==> config.mk <==
export PLATFORM = sky130hd
export DESIGN_NAME = flash_self_program_ctrl
export DESIGN_NICKNAME = d
export VERILOG_FILES = /design/src/hdl/flash_self_program_pkg.sv /design/src/hdl/flash_self_program_ctrl.sv
export SDC_FILE = /design/constraint.sdc
export NUM_CORES = 1
export LEC_CHECK = 0
export BUFFER_PORTS_ARGS = -buffer_cell sky130_fd_sc_hd__clkbuf_2
export CAP_MARGIN = 0
export CELL_PAD_IN_SITES_DETAIL_PLACEMENT = 0
export CELL_PAD_IN_SITES_GLOBAL_PLACEMENT = 1
export CORE_AREA = 2 2 168 153
export CTS_BUF_LIST = sky130_fd_sc_hd__clkbuf_8
export DETAILED_ROUTE_END_ITERATION = 8
export DIE_AREA = 0 0 170 155
export PLACE_DENSITY = 0.67
export SKIP_CTS_REPAIR_TIMING = 1
export SLEW_MARGIN = 15
export SYNTH_ARGS = -nofsm -noshare
export SYNTH_HDL_FRONTEND = slang
export SYNTH_SLANG_ARGS = --single-unit
==> constraint.sdc <==
create_clock -name mclk -period 7.6 [get_ports mclk]
set_input_delay 0.38 -clock mclk [delete_from_list [all_inputs] [get_ports mclk]]
set_output_delay 0.38 -clock mclk [all_outputs]
set_load 0.05 [all_outputs]
==> src/hdl/flash_self_program_pkg.sv <==
// Constants for the flash self-programming controller
package flash_self_program_pkg;
   // Register indices on the special-register port
   localparam logic [4:0] REG_MAIN_CTRL = 5'h00;
   localparam logic [4:0] REG_RESET_PAT = 5'h01;
   localparam logic [4:0] REG_BUF_CLEAR = 5'h02;
   localparam logic [4:0] REG_ADDR_LOW = 5'h03;
   localparam logic [4:0] REG_ADDR_HIGH = 5'h04;
   localparam logic [4:0] REG_DATA0_LOW = 5'h05;
   localparam logic [4:0] REG_DATA0_HIGH = 5'h06;
   localparam logic [4:0] REG_DATA1_LOW = 5'h07;
   localparam logic [4:0] REG_DATA3_HIGH = 5'h0C;
   // Main control field positions
   localparam int BIT_WEN_STATUS = 7;
   localparam int BIT_MODE_HI = 6;
   localparam int BIT_MODE_LO = 4;
   localparam int BIT_PROC_EN = 3;
   localparam int BIT_WRITE_GO = 2;
   localparam int BIT_READ_EN = 1;
   localparam int BIT_READ_GO = 0;
   // Mode field codes
   typedef enum logic [2:0] {
      MODE_WRITE = 3'b000,
      MODE_ERASE = 3'b001,
      MODE_RSV2 = 3'b010,
      MODE_READ = 3'b011,
      MODE_RSV4 = 3'b100,
      MODE_RSV5 = 3'b101,
      MODE_UNLOCK = 3'b110,
      MODE_RSV7 = 3'b111
   } op_mode_t;
   localparam logic [7:0] RESET_VALUE = 8'h00;
   localparam logic [7:0] CHIP_RESET_KEY = 8'h55;
   // Unlock byte sequence, data word 1 low to data word 3 high
   localparam logic [47:0] UNLOCK_SEQ = 48'h00040D09C340;
   // Address width options: 13,14,15,16 bits
   localparam int ADDR_BITS = 16;
   // Unlock window measured in low-speed oscillator ticks
   localparam int UNLOCK_TIMEOUT_US = 300;
   localparam int SLOW_OSC_KHZ = 32;
   localparam int UNLOCK_TICKS = (UNLOCK_TIMEOUT_US * SLOW_OSC_KHZ) / 1000;
   // Cycles that the buffer clear takes
   localparam logic [3:0] BUF_CLEAR_CYCLES = 4'h4;
endpackage

==> src/hdl/flash_self_program_ctrl.sv <==
// Flash in-application programming controller
`timescale 1ns/1ps
module flash_self_program_ctrl #(
   parameter int ADDR_W = flash_self_program_pkg::ADDR_BITS,
   parameter int PAGE_WORDS = 128
) (
   input wire logic mclk,
   input wire logic rst,
   input wire logic slow_tick,
   input wire logic reg_wr,
   input wire logic reg_rd,
   input wire logic [4:0] reg_addr,
   input wire logic [7:0] reg_wdata,
   output logic [7:0] reg_rdata,
   input wire logic flash_done,
   input wire logic [15:0] flash_rdata,
   output logic flash_write,
   output logic flash_erase,
   output logic flash_read,
   output logic [15:0] flash_addr,
   output logic [15:0] buf_wdata,
   output logic buf_load,
   output logic buf_clear,
   output logic cpu_stall,
   output logic chip_reset
);
   localparam logic [15:0] ADDR_MASK = 16'((32'h1 << ADDR_W) - 1);
   localparam logic [15:0] PAGE_MASK = 16'(~(PAGE_WORDS - 1));

   logic [7:0] addr_low_reg, addr_high_reg, reset_pat_reg;
   logic [7:0] ctrl_reg;
   logic clear_go_reg;
   logic [3:0] clear_cnt_reg;
   logic [7:0] data_low_reg [4];
   logic [7:0] data_high_reg [4];
   logic flash_busy_reg;
   logic unlock_active_reg;
   logic [2:0] unlock_idx_reg;
   logic unlock_bad_reg;
   logic [15:0] unlock_cnt_reg;
   logic [15:0] addr_full;
   logic [2:0] mode;
   logic wr_ctrl, wr_low0, wr_high0;
   logic unlock_wr;
   logic [7:0] unlock_byte;
   logic [47:0] seq_shift;

   assign addr_full = {addr_high_reg, addr_low_reg} & ADDR_MASK;
   assign mode = ctrl_reg[flash_self_program_pkg::BIT_MODE_HI:
                          flash_self_program_pkg::BIT_MODE_LO];
   assign wr_ctrl = reg_wr && reg_addr == flash_self_program_pkg::REG_MAIN_CTRL;
   assign wr_low0 = reg_wr && reg_addr == flash_self_program_pkg::REG_DATA0_LOW;
   assign wr_high0 = reg_wr &&
      reg_addr == flash_self_program_pkg::REG_DATA0_HIGH;
   // Writes to data words one to three feed the unlock checker
   assign unlock_wr = reg_wr &&
      reg_addr >= flash_self_program_pkg::REG_DATA1_LOW &&
      reg_addr <= flash_self_program_pkg::REG_DATA3_HIGH;
   assign seq_shift = flash_self_program_pkg::UNLOCK_SEQ << {unlock_idx_reg, 3'b000};
   assign unlock_byte = seq_shift[47:40];

   // Data word registers, one generate slice per word
   genvar gi;
   generate
      for (gi = 0; gi < 4; gi++) begin : g_word
         localparam logic [4:0] LO =
            5'(flash_self_program_pkg::REG_DATA0_LOW + 2 * gi);
         always_ff @(posedge mclk or posedge rst) begin
            if (rst) begin
               data_low_reg[gi] <= flash_self_program_pkg::RESET_VALUE;
               data_high_reg[gi] <= flash_self_program_pkg::RESET_VALUE;
            end else if (reg_wr && reg_addr == LO) begin
               data_low_reg[gi] <= reg_wdata;
            end else if (reg_wr && reg_addr == 5'(LO + 1)) begin
               data_high_reg[gi] <= reg_wdata;
            end else if (gi == 0 && flash_read && flash_done) begin
               data_low_reg[gi] <= flash_rdata[7:0];
               data_high_reg[gi] <= flash_rdata[15:8];
            end
         end
      end
   endgenerate

   // Address pair, auto-increment on data word 0 high write
   always_ff @(posedge mclk or posedge rst) begin
      if (rst) begin
         addr_low_reg <= flash_self_program_pkg::RESET_VALUE;
         addr_high_reg <= flash_self_program_pkg::RESET_VALUE;
      end else if (wr_high0) begin
         {addr_high_reg, addr_low_reg} <= (addr_full + 16'h0001) & ADDR_MASK;
      end else if (reg_wr &&
                   reg_addr == flash_self_program_pkg::REG_ADDR_LOW) begin
         addr_low_reg <= reg_wdata;
      end else if (reg_wr &&
                   reg_addr == flash_self_program_pkg::REG_ADDR_HIGH) begin
         addr_high_reg <= reg_wdata & ADDR_MASK[15:8];
      end
   end

   // Buffer load strobe and data
   always_ff @(posedge mclk or posedge rst) begin
      if (rst) begin
         buf_load <= 1'b0;
         buf_wdata <= 16'h0000;
      end else begin
         buf_load <= wr_high0;
         buf_wdata <= {reg_wdata, data_low_reg[0]};
      end
   end

   // Reset pattern register and chip reset pulse
   always_ff @(posedge mclk or posedge rst) begin
      if (rst) begin
         reset_pat_reg <= flash_self_program_pkg::RESET_VALUE;
         chip_reset <= 1'b0;
      end else begin
         chip_reset <= reg_wr &&
            reg_addr == flash_self_program_pkg::REG_RESET_PAT &&
            reg_wdata == flash_self_program_pkg::CHIP_RESET_KEY;
         if (reg_wr && reg_addr == flash_self_program_pkg::REG_RESET_PAT) begin
            reset_pat_reg <= reg_wdata;
         end
      end
   end

   // Buffer clear bit and its timed process
   always_ff @(posedge mclk or posedge rst) begin
      if (rst) begin
         clear_go_reg <= 1'b0;
         clear_cnt_reg <= 4'h0;
         buf_clear <= 1'b0;
      end else if (clear_go_reg) begin
         buf_clear <= 1'b1;
         clear_cnt_reg <= clear_cnt_reg + 4'h1;
         if (clear_cnt_reg == flash_self_program_pkg::BUF_CLEAR_CYCLES - 4'h1) begin
            clear_go_reg <= 1'b0;
            buf_clear <= 1'b0;
         end
      end else begin
         clear_cnt_reg <= 4'h0;
         buf_clear <= 1'b0;
         if (reg_wr && reg_addr == flash_self_program_pkg::REG_BUF_CLEAR) begin
            clear_go_reg <= reg_wdata[0];
         end
      end
   end

   // Unlock checker: byte index, mismatch flag, slow-clock timeout
   always_ff @(posedge mclk or posedge rst) begin
      if (rst) begin
         unlock_active_reg <= 1'b0;
         unlock_idx_reg <= 3'h0;
         unlock_bad_reg <= 1'b0;
         unlock_cnt_reg <= 16'h0000;
      end else if (!unlock_active_reg) begin
         unlock_idx_reg <= 3'h0;
         unlock_bad_reg <= 1'b0;
         unlock_cnt_reg <= 16'h0000;
         unlock_active_reg <= ctrl_reg[flash_self_program_pkg::BIT_PROC_EN] &&
            mode == flash_self_program_pkg::MODE_UNLOCK;
      end else begin
         if (slow_tick) begin
            unlock_cnt_reg <= unlock_cnt_reg + 16'h0001;
         end
         if (unlock_wr) begin
            unlock_idx_reg <= unlock_idx_reg + 3'h1;
            if (reg_wdata != unlock_byte) begin
               unlock_bad_reg <= 1'b1;
            end
         end
         if (unlock_idx_reg == 3'h6 ||
             unlock_cnt_reg >= 16'(flash_self_program_pkg::UNLOCK_TICKS)) begin
            unlock_active_reg <= 1'b0;
         end
      end
   end

   // Main control register with hardware set and clear terms
   always_ff @(posedge mclk or posedge rst) begin
      if (rst) begin
         ctrl_reg <= flash_self_program_pkg::RESET_VALUE;
      end else begin
         if (wr_ctrl) begin
            ctrl_reg[6:0] <= reg_wdata[6:0];
            if (!reg_wdata[flash_self_program_pkg::BIT_WEN_STATUS]) begin
               ctrl_reg[flash_self_program_pkg::BIT_WEN_STATUS] <= 1'b0;
            end
         end
         if (unlock_active_reg && (unlock_idx_reg == 3'h6 ||
             unlock_cnt_reg >= 16'(flash_self_program_pkg::UNLOCK_TICKS))) begin
            ctrl_reg[flash_self_program_pkg::BIT_PROC_EN] <= 1'b0;
            if (unlock_idx_reg == 3'h6 && !unlock_bad_reg &&
                unlock_cnt_reg < 16'(flash_self_program_pkg::UNLOCK_TICKS)) begin
               ctrl_reg[flash_self_program_pkg::BIT_WEN_STATUS] <= 1'b1;
            end
         end
         if (flash_busy_reg && flash_done) begin
            ctrl_reg[flash_self_program_pkg::BIT_WRITE_GO] <= 1'b0;
            ctrl_reg[flash_self_program_pkg::BIT_READ_GO] <= 1'b0;
         end
         if (!flash_busy_reg && ctrl_reg[flash_self_program_pkg::BIT_WRITE_GO] &&
             !(ctrl_reg[flash_self_program_pkg::BIT_WEN_STATUS] &&
               (mode == flash_self_program_pkg::MODE_WRITE ||
                mode == flash_self_program_pkg::MODE_ERASE))) begin
            ctrl_reg[flash_self_program_pkg::BIT_WRITE_GO] <= 1'b0;
         end
         if (!flash_busy_reg && ctrl_reg[flash_self_program_pkg::BIT_READ_GO] &&
             !(ctrl_reg[flash_self_program_pkg::BIT_READ_EN] &&
               mode == flash_self_program_pkg::MODE_READ)) begin
            ctrl_reg[flash_self_program_pkg::BIT_READ_GO] <= 1'b0;
         end
      end
   end

   // Flash operation launch and hold until done
   always_ff @(posedge mclk or posedge rst) begin
      if (rst) begin
         flash_busy_reg <= 1'b0;
         flash_write <= 1'b0;
         flash_erase <= 1'b0;
         flash_read <= 1'b0;
         flash_addr <= 16'h0000;
      end else if (flash_busy_reg) begin
         if (flash_done) begin
            flash_busy_reg <= 1'b0;
            flash_write <= 1'b0;
            flash_erase <= 1'b0;
            flash_read <= 1'b0;
         end
      end else if (ctrl_reg[flash_self_program_pkg::BIT_WRITE_GO] &&
                   ctrl_reg[flash_self_program_pkg::BIT_WEN_STATUS] &&
                   mode == flash_self_program_pkg::MODE_WRITE) begin
         flash_busy_reg <= 1'b1;
         flash_write <= 1'b1;
         flash_addr <= addr_full;
      end else if (ctrl_reg[flash_self_program_pkg::BIT_WRITE_GO] &&
                   ctrl_reg[flash_self_program_pkg::BIT_WEN_STATUS] &&
                   mode == flash_self_program_pkg::MODE_ERASE) begin
         flash_busy_reg <= 1'b1;
         flash_erase <= 1'b1;
         flash_addr <= addr_full & PAGE_MASK;
      end else if (ctrl_reg[flash_self_program_pkg::BIT_READ_GO] &&
                   ctrl_reg[flash_self_program_pkg::BIT_READ_EN] &&
                   mode == flash_self_program_pkg::MODE_READ) begin
         flash_busy_reg <= 1'b1;
         flash_read <= 1'b1;
         flash_addr <= addr_full;
      end
   end

   // Core stall follows the initiate bits
   always_ff @(posedge mclk or posedge rst) begin
      if (rst) begin
         cpu_stall <= 1'b0;
      end else begin
         cpu_stall <= ctrl_reg[flash_self_program_pkg::BIT_WRITE_GO] ||
            ctrl_reg[flash_self_program_pkg::BIT_READ_GO];
      end
   end

   // Registered read data
   always_ff @(posedge mclk or posedge rst) begin
      if (rst) begin
         reg_rdata <= 8'h00;
      end else if (reg_rd) begin
         case (reg_addr)
            5'h00: reg_rdata <= ctrl_reg;
            5'h01: reg_rdata <= reset_pat_reg;
            5'h02: reg_rdata <= {7'h00, clear_go_reg};
            5'h03: reg_rdata <= addr_low_reg;
            5'h04: reg_rdata <= addr_high_reg;
            5'h05, 5'h07, 5'h09, 5'h0B:
               reg_rdata <= data_low_reg[reg_addr[2:1] - 2'h2];
            5'h06, 5'h08, 5'h0A, 5'h0C:
               reg_rdata <= data_high_reg[reg_addr[2:1] - 2'h3];
            default: reg_rdata <= 8'h00;
         endcase
      end
   end

   a_wen_only_unlock: assert property (@(posedge mclk) disable iff (rst)
      $rose(ctrl_reg[7]) |-> $past(unlock_active_reg) && !$past(unlock_bad_reg))
      else $error("write status set without good unlock");
   a_locked_no_write: assert property (@(posedge mclk) disable iff (rst)
      $rose(flash_write) || $rose(flash_erase) |-> $past(ctrl_reg[7]))
      else $error("flash written while locked");
   a_reset_key: assert property (@(posedge mclk) disable iff (rst)
      chip_reset |-> $past(reg_wdata) == 8'h55 && $past(reg_wr))
      else $error("chip reset without key");
   a_addr_incr: assert property (@(posedge mclk) disable iff (rst)
      wr_high0 |=> addr_full == (($past(addr_full) + 16'h0001) & ADDR_MASK))
      else $error("address not incremented");
   a_low_no_load: assert property (@(posedge mclk) disable iff (rst)
      wr_low0 && !wr_high0 |=> !buf_load)
      else $error("low byte loaded buffer");
   a_clear_ends: assert property (@(posedge mclk) disable iff (rst)
      $rose(clear_go_reg) |-> ##[1:5] !clear_go_reg)
      else $error("buffer clear never ended");
   a_stall_follows: assert property (@(posedge mclk) disable iff (rst)
      ctrl_reg[2] || ctrl_reg[0] |=> cpu_stall)
      else $error("core not stalled");
   a_proc_end_clears: assert property (@(posedge mclk) disable iff (rst)
      $fell(unlock_active_reg) |-> !ctrl_reg[3])
      else $error("procedure enable left set");
   a_no_read_locked: assert property (@(posedge mclk) disable iff (rst)
      $rose(flash_read) |-> $past(ctrl_reg[1]))
      else $error("read without enable");
   c_unlock_ok: cover property (@(posedge mclk) disable iff (rst)
      $rose(ctrl_reg[7]));
   c_write_done: cover property (@(posedge mclk) disable iff (rst)
      $fell(flash_write));
   c_read_done: cover property (@(posedge mclk) disable iff (rst)
      $fell(flash_read));
endmodule // flash_self_program_ctrl

# Yosys cells after proc, flatten, opt, wreduce, memory -nomap -nowiden
# Cells that the tools add are included.
# totals
register_bits	170
out_inout_bits	47
elab_cells	204
# op_classes
addsub	6
n_lt_le_gt_ge	6
n_eq_ne	27
shifts	1
muxes	58
bitwise_logic	7
reduce_logical	66
# ops
operator	n
$mux W8	15
$mux W16	5
$pmux W8 S7	1
$shl A35 B6 Y48 const A	1
$logic_and A1 B1 Y1	33
$add A16 B1 Y16 const B	2
$bmux W8 S2	2
$mux W1	32
$eq A5 B4 Y1 const B	5
$eq A5 B3 Y1 const B	4
$reduce_and A2 Y1	9
$ge A16 B4 Y1 const B	1
$lt A16 B4 Y1 const B	1
$reduce_bool A2 Y1	8
$ne A2 B2 Y1 const B	6
$eq A5 B2 Y1 const B	2
$reduce_bool A3 Y1	3
$eq A8 B7 Y1 const B	1
$ne A8 B8 Y1	1
$reduce_or A4 Y1	2
$eq A3 B3 Y1 const B	2
$ge A3 B3 Y1 const B	2
$mux W3	2
$not A2 Y3	2
other kinds (18)	29

# Depth between registers and ports, before layout
# logic_depth
ltp_word	6
ltp_mapped	9
ltp_nobuf	6

# Worst setup path after synthesis
# OpenSTA, ideal clock, no wires.
# synth_path
path_type	input -> register
startpoint	input port reg_addr[1]
endpoint	register reg_rdata[2]
setup_ns	0.143
t_arrival_ns	1.829
setup_slack_ns	5.628
path_stages	5
n_path_buf	1
path_cell_list	ha_1 clkbuf_1 mux4_2 a22oi_1 o221ai_1
# synth_via
elab_chain_cells	6
word_cells_on_any_way	26
# synth_rtl
element	line_no	text
from (decl)	flash_self_program_ctrl.sv:12	input wire logic [4:0] reg_addr,
$sub A2 B2 Y2, on equally long branches	flash_self_program_ctrl.sv:275, flash_self_program_ctrl.sv:273	
$not A2 Y3, on equally long branches	flash_self_program_ctrl.sv:275, flash_self_program_ctrl.sv:273	
$bmux W8 S2, on equally long branches	flash_self_program_ctrl.sv:275, flash_self_program_ctrl.sv:273	
$mux W8, on equally long branches (2 in a row)	flash_self_program_ctrl.sv:275, flash_self_program_ctrl.sv:273	
$pmux W8 S7 (*)	flash_self_program_ctrl.sv:266	case (reg_addr)
to (signal assigned)	flash_self_program_ctrl.sv:267	5'h00: reg_rdata <= ctrl_reg;
to (signal assigned)	flash_self_program_ctrl.sv:268	5'h01: reg_rdata <= reset_pat_reg;
to (signal assigned)	flash_self_program_ctrl.sv:275	reg_rdata <= data_high_reg[reg_addr[2:1] - 2'h3];
to (decl)	flash_self_program_ctrl.sv:14	output logic [7:0] reg_rdata,
# Every way passes the cells marked *; elsewhere a longest branch is shown, timed or not. The select of a mux whose other input is x is not followed.
# A chain may end at the register's enable or synchronous reset.

# Worst setup path in the final report
# layout_path
startpoint	input port reg_addr[1]
endpoint	register addr_high_reg[7]
# layout_via
elab_chain_cells	4
word_cells_on_any_way	10
# layout_rtl
element	line_no	text
$eq A5 B3 Y1, or another cell as far along	flash_self_program_ctrl.sv:54	reg_addr == flash_self_program_pkg::REG_DATA0_HIGH;
$logic_and A1 B1 Y1, on equally long branches	flash_self_program_ctrl.sv:53, flash_self_program_ctrl.sv:91, flash_self_program_ctrl.sv:94	
$ne A2 B2 Y1 (no source line) or $reduce_bool A2 Y1 (tied branches)	--	
$reduce_and A2 Y1 (no source line)	--	
to (signal assigned)	flash_self_program_ctrl.sv:88	addr_high_reg <= flash_self_program_pkg::RESET_VALUE;
to (signal assigned)	flash_self_program_ctrl.sv:90	{addr_high_reg, addr_low_reg} <= (addr_full + 16'h0001) & ADDR_MASK;
to (signal assigned)	flash_self_program_ctrl.sv:96	addr_high_reg <= reg_wdata & ADDR_MASK[15:8];
to (decl)	flash_self_program_ctrl.sv:30	logic [7:0] addr_low_reg, addr_high_reg, reset_pat_reg;
# Several ways; a longest one is shown, not always the timed one.

==> results.md <==
* TNS Setup at 0 ps
* Pre-Repair DR Iteration Count at 5
* Share of layout cells above drive strength 1 at 30.4%
* PwrDens at 285 nW/um^2
* Final Cycle Share at 34.0%
* Outcome: finished, final reports clean
* Num CTS Buffers at 17
* Crit Path Class: input pin to flip-flop
* Reg2Reg Depth at 4
* First-pass GRT wire length at 35300 microns
* DP Worst Slack at 4560 ps
* Die X-Extent at 170 microns
* FMAX at 388 MHz
* Final worst slack at 5020 ps
* Worst Setup End Kind: flip-flop
* Longest Clk Path Bufs at 2
* Initial Utilization at 34.2%
* Synth Warn # at 0
* Ys flop type: dfrtp_1
* Largest net degree at the start of global routing at 65
* Remaining Overflow, GRT at 0
* CP required at 7960 ps
* IO buf count at 81
* Vias per cell at 5.45
* Seq cells post-synth at 170
* Vias in the first global route at 5943
* MaxCap Viol Count at 0
* Final instance area at 9450 sq um
* Most frequent cells in the layout: dfrtp_1 (170), clkbuf_2 (81), mux2_2 (73)
* Final setup violation count at 0
* Gate Count Post-Synth at 717
* Drt total wl at 22500 microns
* Antenna-violating nets left at 0
* Drt drc at 0
* Worst slew pin tran at 1040 ps
* CP Max Fanout at 52
* Initial antenna violation count at 1
* Die area at 26400 sq um
* Root Driver: clkbuf_8
* Clock skew at 16.6 ps
* DIE HEIGHT at 155 microns
* Class of the tightest hold or removal check: input pin to flip-flop
* DR iter-0 viols at 463
* Dpl cells at 1067
* Synthesized Nets at 761
* Clock transition at path regs at 100 ps
* Final #Nets at 818
* Row cnt at 55
* Clock tree sinks at 170
* Final HPWL DP at 15200 microns
* Fraction of synthesis flops using an asynchronous set or reset pin at 100%
* Syn_area_per_cell at 11.8 sq um
* EDFF count, synth at 0
* Leading cell type in the layout, fill and taps excluded: dfrtp_1
* Leakage power at 4.15 nW
* Unrepaired setup endpoints after global routing: false
* Post-DP Area at 9070 sq um
* Worst relative slew slack at 30.5%
* Finished Layout Cells at 1101
* Register area share after synthesis at 50.2%
* Hold depth at 2
* Via count at 6003
* Final Hold Fails at 0
* Gr usage total at 17.6%
* Synth unique cells at 80
* Critical path launch point type: input pin
* Worst IR Drop VDD at 116 uV
* Wirelength per Cell at 20.4 microns
* Worst-Skew Late Latency at 460 ps
* Post-layout min period at 2580 ps
* Post-Synthesis Cell Area at 8470 sq um
* CTS tree: built
* Slew Viols, Final at 0
* H-tree levels at 4
* RD Place Congestion at 0.809
* Core Footprint at 24800 sq um
* CP arrival at 2940 ps
* FF-to-FF setup slack at 5140 ps
* IO Pins at 82
* P&R area growth vs syn at 11.5%
[cell usage after synthesis (all sizes together), types with 10 or more instances]
cell	count	share of area (%)
o21ai	30	1.8
nand2	29	1.3
and3	10	0.74
o31ai	10	0.89
mux2i	28	3.3
dfrtp	170	50
inv	27	1.2
mux2	88	12
nand3	13	0.77
a22oi	11	0.97
a21oi	20	1.2
buf	19	1.5
nand4	13	0.96
or4	12	1.1
nor2	33	1.6
o22ai	11	0.81
clkbuf	28	1.2
[logic make-up (layout without fill, tap and decap cells)]
group | count (synthesis) | in the layout | synth area share (%)
adder cells (fa/ha/maj) | 9 | 9 | 1.33
other | 0 | 1 | 0
buffers and inverters | 74 | 144 | 3.91
AND/OR/NAND/NOR | 180 | 180 | 12.8
flip-flops | 170 | 170 | 50.2
XOR/XNOR | 13 | 13 | 1.34
multiplexers | 124 | 124 | 17.8
AO/OA/AOI/OAI | 147 | 147 | 12.6
[stage by stage]
stage / total power, W / hold WS, ps / util [%]
after floorplan: 0.00186 / 374 / -
after global placement: 0.00209 / 414 / 36.6
after detailed placement: 0.00210 / 412 / 36.6
after CTS: 0.00272 / -53.1 / 38.1
after global routing: 0.00284 / 104 / 38.1
final: 0.00269 / 117 / 38.1
[metal layers]
layer | track usage (%) | up-vias | part of all wire, %
met5 | 0 | - | 0
met4 | 4.19 | 0 | 1.3
met3 | 3.49 | 17 | 4.5
met2 | 26.0 | 138 | 44
met1 | 26.5 | 3048 | 50
li1 | - | 2800 | -
[worst max-delay path, stage by stage]
cell and delay (ps):
clkbuf_2 70, buf_4 530, nand4bb_1 540, or2_1 560, inv_2 280, mux2_2 370, o21a_1 160
[final timing paths]
kind	start	endpoint
min in group asynchronous	rst	buf_wdata[14]
worst max-delay path	reg_addr[1]	addr_high_reg[7]
worst min-delay path	flash_done	flash_busy_reg
worst min register to register	data_low_reg[24]	buf_wdata[0]
worst max register to register	ctrl_reg[4]	flash_addr[12]
max in group asynchronous	rst	addr_high_reg[5]
[final cells by class]
cell class,instances,area [sq um]
multi-input cells,473,3890
clock inverters,14,123
clock buffers,18,248
well taps,313,392
repair buffers,85,438
inverters,27,106
diodes,1,2.50
fillers,2471,15300
flip-flops and latches,170,4250
[power by group]
part           internal (W)  switching, W  total [W]
logic              0.000286      0.000502   0.000788
clock network      0.000268      0.000353   0.000622
registers           0.00111      0.000175    0.00128
total               0.00166       0.00103    0.00269
(Power assumes the default switching activity.)
